File: src/hbp_params.svh
// Constants for the strapped host bus port: strap fields, decode values, bus widths and reset values
`ifndef HBP_PARAMS_SVH
`define HBP_PARAMS_SVH

// ----------------------------------------------------------------------------
// Strap field positions
// ----------------------------------------------------------------------------
`define HBP_STRAP_W 8
`define HBP_MODE_HI 2
`define HBP_MODE_LO 0
`define HBP_GPIO_BIT 3
`define HBP_ENDIAN_BIT 4
`define HBP_WAITPOL_BIT 5
`define HBP_DIV_HI 7
`define HBP_DIV_LO 6

// ----------------------------------------------------------------------------
// Decode values, bus widths and reset values
// ----------------------------------------------------------------------------
`define HBP_MODE_SEL 3'h6
`define HBP_STRAP_RST 8'h00
`define HBP_ADDR_W 17
`define HBP_DATA_W 16
`define HBP_BUF_LIMIT 17'h1_4000
`define HBP_DATA_RST 16'h0000

`endif

File: src/hbp_pkg.sv
// Types shared by the strapped host bus port
`default_nettype none
package hbp_pkg;
    typedef enum logic [1:0] {
        HBP_IDLE,
        HBP_REQ,
        HBP_DONE
    } hbp_state_t;
endpackage
`default_nettype wire

File: src/hbp_host_port.sv
// Strapped host bus port: strap capture, clock divider and strobe-to-core access engine
//
// What this block does
// - Capture straps at reset release, then apply
// - Straps 110 select separate strobe bus mode
// - Strap 3 sets power-on general pin role
// - Strap 4 selects big or little endian
// - Strap 5 sets wait output polarity
// - Straps 7:6 divide input clock 1..4
// - Bus and memory clocks derive from input
// - 17-bit address in, 16-bit two-way data
// - Select input picks registers or buffer
// - Wait holds host until data ready/accepted
// - Accesses asynchronous to refresh, wait resolves
// - 128K window, 80K buffer in second block
`timescale 1ns/1ps
`default_nettype none
`include "hbp_params.svh"

module hbp_host_port (
    // Clock and reset
    input wire logic clk,
    input wire logic arst_n,
    // Configuration straps
    input wire logic [`HBP_STRAP_W-1:0] config_strap,
    // Host bus
    input wire logic chip_select_n,
    input wire logic mem_reg_sel,
    input wire logic [`HBP_ADDR_W-1:0] host_address_in,
    input wire logic [`HBP_DATA_W-1:0] host_data_in,
    input wire logic read_n,
    input wire logic low_byte_write_n,
    input wire logic high_byte_write_n,
    input wire logic bus_start_n,
    input wire logic read_write_n,
    output logic [`HBP_DATA_W-1:0] host_data_out,
    output logic host_data_oe,
    output logic wait_out,
    // Configuration outputs
    output logic mode_ok,
    output logic gpio_input_role,
    output logic big_endian,
    output logic bus_clk_en,
    output logic mem_clk_en,
    // Core side (registers and display buffer)
    output logic core_req,
    output logic core_write,
    output logic core_mem,
    output logic [`HBP_ADDR_W-1:0] core_addr,
    output logic [`HBP_DATA_W-1:0] core_wdata,
    output logic [1:0] core_be,
    input wire logic core_ack,
    input wire logic [`HBP_DATA_W-1:0] core_rdata
);

    // ------------------------------------------------------------------------
    // Strap capture
    // ------------------------------------------------------------------------
    logic [`HBP_STRAP_W-1:0] strap;
    logic strap_taken;

    // Straps are taken on the first edge after release; an async reset may only load constants
    always_ff @(posedge clk or negedge arst_n) begin
        if (!arst_n) begin
            strap <= `HBP_STRAP_RST;
            strap_taken <= 1'b0;
        end else if (!strap_taken) begin
            strap <= config_strap;
            strap_taken <= 1'b1;
        end
    end

    // Decoded configuration, valid once the straps are held
    wire mode_sel = strap_taken && (strap[`HBP_MODE_HI:`HBP_MODE_LO] == `HBP_MODE_SEL);
    wire wait_lvl = strap[`HBP_WAITPOL_BIT];
    wire [1:0] div_sel = strap[`HBP_DIV_HI:`HBP_DIV_LO];

    // Configuration outputs registered from the held straps
    always_ff @(posedge clk or negedge arst_n) begin
        if (!arst_n) begin
            mode_ok <= 1'b0;
            gpio_input_role <= 1'b0;
            big_endian <= 1'b0;
        end else begin
            mode_ok <= mode_sel;
            gpio_input_role <= strap_taken && strap[`HBP_GPIO_BIT];
            big_endian <= strap_taken && strap[`HBP_ENDIAN_BIT];
        end
    end

    // ------------------------------------------------------------------------
    // Bus and memory clock enables
    // ------------------------------------------------------------------------
    logic [1:0] div_cnt;
    wire div_wrap = (div_cnt == div_sel);

    // One enable pulse every div_sel+1 input clocks; memory clock runs at the bus rate
    always_ff @(posedge clk or negedge arst_n) begin
        if (!arst_n) begin
            div_cnt <= 2'h0;
            bus_clk_en <= 1'b0;
            mem_clk_en <= 1'b0;
        end else begin
            div_cnt <= (div_wrap || !strap_taken) ? 2'h0 : div_cnt + 2'h1;
            bus_clk_en <= strap_taken && div_wrap;
            mem_clk_en <= strap_taken && div_wrap;
        end
    end

    // ------------------------------------------------------------------------
    // Access decode
    // ------------------------------------------------------------------------
    wire selected = mode_sel && !chip_select_n;
    wire wr_any = !low_byte_write_n || !high_byte_write_n;
    wire access = selected && (!read_n || wr_any);
    // Byte lanes swap when the bus runs little endian
    wire [`HBP_DATA_W-1:0] lane_data = strap[`HBP_ENDIAN_BIT] ? host_data_in
                                      : {host_data_in[7:0], host_data_in[15:8]};
    wire [1:0] lane_be = strap[`HBP_ENDIAN_BIT] ? {!high_byte_write_n, !low_byte_write_n}
                         : {!low_byte_write_n, !high_byte_write_n};
    wire [`HBP_DATA_W-1:0] lane_rd = strap[`HBP_ENDIAN_BIT] ? core_rdata
                                     : {core_rdata[7:0], core_rdata[15:8]};
    // Buffer addresses past the populated part answer without reaching the core
    wire in_range = !mem_reg_sel || (host_address_in < `HBP_BUF_LIMIT);
    wire ignore_bus = bus_start_n && read_write_n; // gates start: an access begins only while both are high

    // ------------------------------------------------------------------------
    // Access state machine
    // ------------------------------------------------------------------------
    hbp_pkg::hbp_state_t state, next_state;
    wire start = access && bus_clk_en && ignore_bus;

    // Next state: the core acknowledge arbitrates against refresh traffic
    always_comb begin
        next_state = state;
        case (state)
            hbp_pkg::HBP_IDLE: begin
                if (start) begin
                    next_state = in_range ? hbp_pkg::HBP_REQ : hbp_pkg::HBP_DONE;
                end
            end
            hbp_pkg::HBP_REQ: begin
                if (core_ack) begin
                    next_state = hbp_pkg::HBP_DONE;
                end
            end
            hbp_pkg::HBP_DONE: begin
                if (!access) begin
                    next_state = hbp_pkg::HBP_IDLE;
                end
            end
            default: next_state = hbp_pkg::HBP_IDLE;
        endcase
    end

    always_ff @(posedge clk or negedge arst_n) begin
        if (!arst_n) begin
            state <= hbp_pkg::HBP_IDLE;
        end else begin
            state <= next_state;
        end
    end

    // Core request held from start until acknowledge, so no access is dropped mid-way
    always_ff @(posedge clk or negedge arst_n) begin
        if (!arst_n) begin
            core_req <= 1'b0;
            core_write <= 1'b0;
            core_mem <= 1'b0;
            core_addr <= '0;
            core_wdata <= `HBP_DATA_RST;
            core_be <= 2'h0;
        end else if (state == hbp_pkg::HBP_IDLE && start) begin
            core_req <= in_range;
            core_write <= wr_any;
            core_mem <= mem_reg_sel;
            core_addr <= host_address_in;
            core_wdata <= lane_data;
            core_be <= wr_any ? lane_be : 2'h3;
        end else if (core_ack) begin
            core_req <= 1'b0;
        end
    end

    // Read data is captured on acknowledge and driven only while the read strobe stays low
    always_ff @(posedge clk or negedge arst_n) begin
        if (!arst_n) begin
            host_data_out <= `HBP_DATA_RST;
            host_data_oe <= 1'b0;
        end else begin
            if (state == hbp_pkg::HBP_REQ && core_ack) begin
                host_data_out <= lane_rd;
            end else if (state == hbp_pkg::HBP_IDLE && start) begin
                host_data_out <= `HBP_DATA_RST;
            end
            host_data_oe <= selected && !read_n && (next_state == hbp_pkg::HBP_DONE);
        end
    end

    // Wait held until the cycle completes, never while another device is addressed
    wire hold = access && (next_state != hbp_pkg::HBP_DONE);
    always_ff @(posedge clk or negedge arst_n) begin
        if (!arst_n) begin
            wait_out <= 1'b1;
        end else begin
            wait_out <= (hold && selected) ? wait_lvl : !wait_lvl;
        end
    end
endmodule

`default_nettype wire

File: config.mk
export PLATFORM = sky130hd
export DESIGN_NAME = hbp_host_port
export DESIGN_NICKNAME = d
export VERILOG_FILES = /design/src/hbp_pkg.sv /design/src/hbp_host_port.sv
export VERILOG_INCLUDE_DIRS = /design/src
export SDC_FILE = /design/constraint.sdc
export NUM_CORES = 1
export LEC_CHECK = 0
export ABC_AREA = 1
export BUFFER_PORTS_ARGS = -buffer_cell sky130_fd_sc_hd__buf_2
export CORE_MARGIN = 2
export CORE_UTILIZATION = 53
export DETAILED_ROUTE_END_ITERATION = 10
export PLACE_DENSITY = 0.85
export SLEW_MARGIN = 0
export SYNTH_ARGS = -nofsm -noshare
export SYNTH_HDL_FRONTEND = slang
export SYNTH_SLANG_ARGS = --single-unit
File: constraint.sdc
create_clock -name clk -period 2.72 [get_ports clk]
set_input_delay 0.408 -clock clk [delete_from_list [all_inputs] [get_ports clk]]
set_output_delay 0.408 -clock clk [all_outputs]
set_load 0.1 [all_outputs]
==> impl_results.md <==
* Smallest setup slack after layout at 1.000 ns
* Total of cells resized after clock tree synthesis at 0
* Ranking of synthesized cells by area: sky130_fd_sc_hd__dfrtp_1, sky130_fd_sc_hd__nand2_1, sky130_fd_sc_hd__mux2i_1, sky130_fd_sc_hd__o21ai_2, sky130_fd_sc_hd__buf_6
* Number of standard cells after synthesis at 357
* Slowest cell delay on critical path at 0.52 ns
* FF-to-FF path depth at 6
* Sinks on Clock Net at 73
* Estimated wirelength of the detail-placed design at 5.302 mm
* Final worst-path cycle share at 0.6322
* Routability congestion estimate at 0.8122
* Number of input and output port buffers inserted at 127
* Via density per instance at 5.023
* Measured slew at the worst slew-check pin at 0.9038 ns
* Flip-flop and latch count after synthesis at 73
* Data required time of the critical path at 2.97 ns
* DIE WIDTH at 83.22 um
* First-pass iteration count of the detailed router at 4
* Final hold violations at 0
* Endpoints failing setup at 0
* Final standard cell count with taps included and fillers excluded at 558
* Worst Skew at 0.01359 ns
* Power Dens Cells at 677.1 nW/um^2
* Post-synthesis compound-gate area fraction at 0.09932
* TritonCTS clock tree: done
* Share of post-route cells with drive strength above 1 at 0.3540
* RSZ-0062 raised after global routing: no
* Setup CP Type: reg -> reg
* Post-Synth Simple-Gate Area at 0.2156
* Mux cell area share after synthesis at 0.04816
* Total number of H-tree levels at 3
* Overall via count from detail_route at 2,803
* Num rows at 28
* Crit start category: flop
* Slowest library cell on the worst path: sky130_fd_sc_hd__dfrtp_1
* Clock transition at path regs at 0.07 ns
* Y dimension of the die at 83.22 um
* DIE AREA at 6925 sq um
* Starting Density at 0.5551
* Total Routing Usage GR at 0.2205
* Yosys warnings at 0
* Root buffer cell: sky130_fd_sc_hd__clkbuf_8
* Number of buffers created by CTS at 9
* Setup fix buffers added after clock tree synthesis at 0
* Rel. slew slack at 0.3974
* Cell breakdown of the critical path: nand2_4 -> nor3_4 -> and3_1 -> buf_4 -> nand2_1 -> a21boi_0
* WL per Instance at 13.13 um
* Most common cell after layout, fill and taps aside: sky130_fd_sc_hd__nand2_1
* Final Max Tran Viols at 0
* Max-cap violations at 0
* Leading area contributor after synthesis: sky130_fd_sc_hd__dfrtp_1
* Share of the yosys chip area belonging to registers at 0.5497
* Largest vdd supply drop at 465.5 uV
* Diode insertion count for antenna repair at 0
* Worst slack, placed at 0.9913 ns
* DRC violation count after routing at 0
* Worst Path Max Fanout at 21
* Timing-limited maximum frequency at 0.5816 GHz
* Number of global-route vias before repair at 2,679
* Post-Synthesis Net Count at 424
* Number of top-level pins at 128
* Clock latency on the worst-skew pair at 0.33 ns
* Post-synthesis cell type count at 25
* Pin count of the biggest net entering global routing at 74
* Total congestion overflow at 0
* First-pass GRT wire length at 12.39 mm
* Final Net Count at 545
* Hold buffer count at cts at 0
* Min-delay worst type: in -> async
* Final WL at 7.329 mm
* Kind of end point of the critical path: flop
* Main combinational cell family by area after synthesis: simple AND/OR/NAND/NOR gates
* Final setup TNS at 0 ns
* Cell area after technology mapping at 3326 sq um
* Tmin final at 1.720 ns
* Number of instances in the placed design at 542
* Initial antenna violation count at 0
* Post-synth top area share at 0.5418
* Post-Synth Adder-Cell Area at 0
* Total chip power at 2.821 mW
* Synthesized area per cell at 9.316 sq um
* Worst-case clock buffer depth at 2
* Total core area at 5991 sq um
* Outcome: finished clean
* Commonest non-fill, non-tap cells in the layout: sky130_fd_sc_hd__nand2_1, sky130_fd_sc_hd__buf_2, sky130_fd_sc_hd__dfrtp_1
* Arrival time at the worst endpoint at 1.97 ns
* Post-route antenna net violation count at 0
* Pleak at 2.496 nW
* Area delta synth->final at 25.28%
* Iteration-0 DRC Markers at 188
* Parity-gate share of the synthesized area counting xor and xnor cells at 0.007901
-- metal layers --
layer,up-vias,wire length [um],GRT usage
met5,-,0,0
met2,101,3506,0.3504
met3,10,451,0.05070
met1,1313,3259,0.2967
met4,0,111,0.08197
li1,1379,-,-
-- path summary, 6_finish.rpt --
kind	startpoint	endpoint	slack, ns
setup / recovery	strap_taken$_DFF_PN0_	state[0]$_DFF_PN0_	1.00
hold / removal	arst_n	core_addr[0]$_DFFE_PN0P_	0.20
setup reg to reg	strap_taken$_DFF_PN0_	state[0]$_DFF_PN0_	1.00
hold reg to reg	core_mem$_DFFE_PN0P_	core_mem$_DFFE_PN0P_	0.48
max in group asynchronous	arst_n	div_cnt[0]$_DFF_PN0_	1.93
min in group clk	read_n	host_data_oe$_DFF_PN0_	0.25
-- worst max-delay path, delay by kind of cell, from the launching register on --
family / cells / cell delay, ns
and+or+nand+nor: 4 / 0.67
AOI/OAI and AO/OA: 1 / 0.17
DFF: 1 / 0.52
buffers and inverters: 1 / 0.27
-- synth_stat cells --
cell	count
sky130_fd_sc_hd__nand2_1	134
sky130_fd_sc_hd__dfrtp_1	72
sky130_fd_sc_hd__inv_1	25
sky130_fd_sc_hd__o21ai_2	18
sky130_fd_sc_hd__nand3_1	17
sky130_fd_sc_hd__mux2i_1	16
sky130_fd_sc_hd__o21ai_0	12
sky130_fd_sc_hd__a21oi_1	9
sky130_fd_sc_hd__buf_6	9
sky130_fd_sc_hd__nor2_1	8
sky130_fd_sc_hd__o211ai_1	8
sky130_fd_sc_hd__nand3_2	4
sky130_fd_sc_hd__buf_2	3
sky130_fd_sc_hd__buf_4	3
sky130_fd_sc_hd__clkbuf_1	3
sky130_fd_sc_hd__nand4_1	3
sky130_fd_sc_hd__xnor2_1	3
sky130_fd_sc_hd__and3_1	2
sky130_fd_sc_hd__buf_1	2
sky130_fd_sc_hd__a21boi_0	1
sky130_fd_sc_hd__conb_1	1
sky130_fd_sc_hd__dfstp_2	1
sky130_fd_sc_hd__inv_6	1
sky130_fd_sc_hd__nand2_4	1
sky130_fd_sc_hd__nor3_4	1
-- area by class of cell --
class	instances	area, sq um
Inverter	26	102.6
Multi-Input combinational cell	238	1237
Tap cell	75	93.84
Clock inverter	5	102.6
Sequential cell	73	1828
Clock buffer	11	141.4
Timing Repair Buffer	130	660.6
Fill cell	487	1824
-- metrics by stage --
step             util  hold WS, ns  area, sq um
2_1_floorplan       -       0.1124         3326
3_3_place_gp   0.6548       0.4465         3923
3_5_place_dp   0.6548       0.4588         3923
4_1_cts        0.6955       0.2345         4167
5_1_grt        0.6955       0.2269         4167
6_report       0.6955       0.1953         4167
-- report_power, final --
group          total [mW]  switching, mW  internal [mW]
registers            1.19         0.0426           1.15
clock network        1.02          0.384          0.634
logic               0.614          0.488          0.126
total                2.82          0.914           1.91
-- cell families (layout without fill, tap and decap cells) --
| kind of cell | count (synthesis) | after routing |
|---|---|---|
| AO/OA/AOI/OAI | 48 | 48 |
| XOR/XNOR | 3 | 3 |
| buffers and inverters | 46 | 172 |
| flip-flops | 73 | 73 |
| multiplexers | 16 | 16 |
| other | 1 | 1 |
| AND/OR/NAND/NOR | 170 | 170 |
-- registers in the layout (all words and copies together), names as in the netlist, 2 cells and up --
register / cells
strap: 8
state: 2
div_cnt: 2
host_data_out: 16
core_wdata: 16
core_addr: 17
core_be: 2
Note: power is estimated with default switching activity, not from simulation.
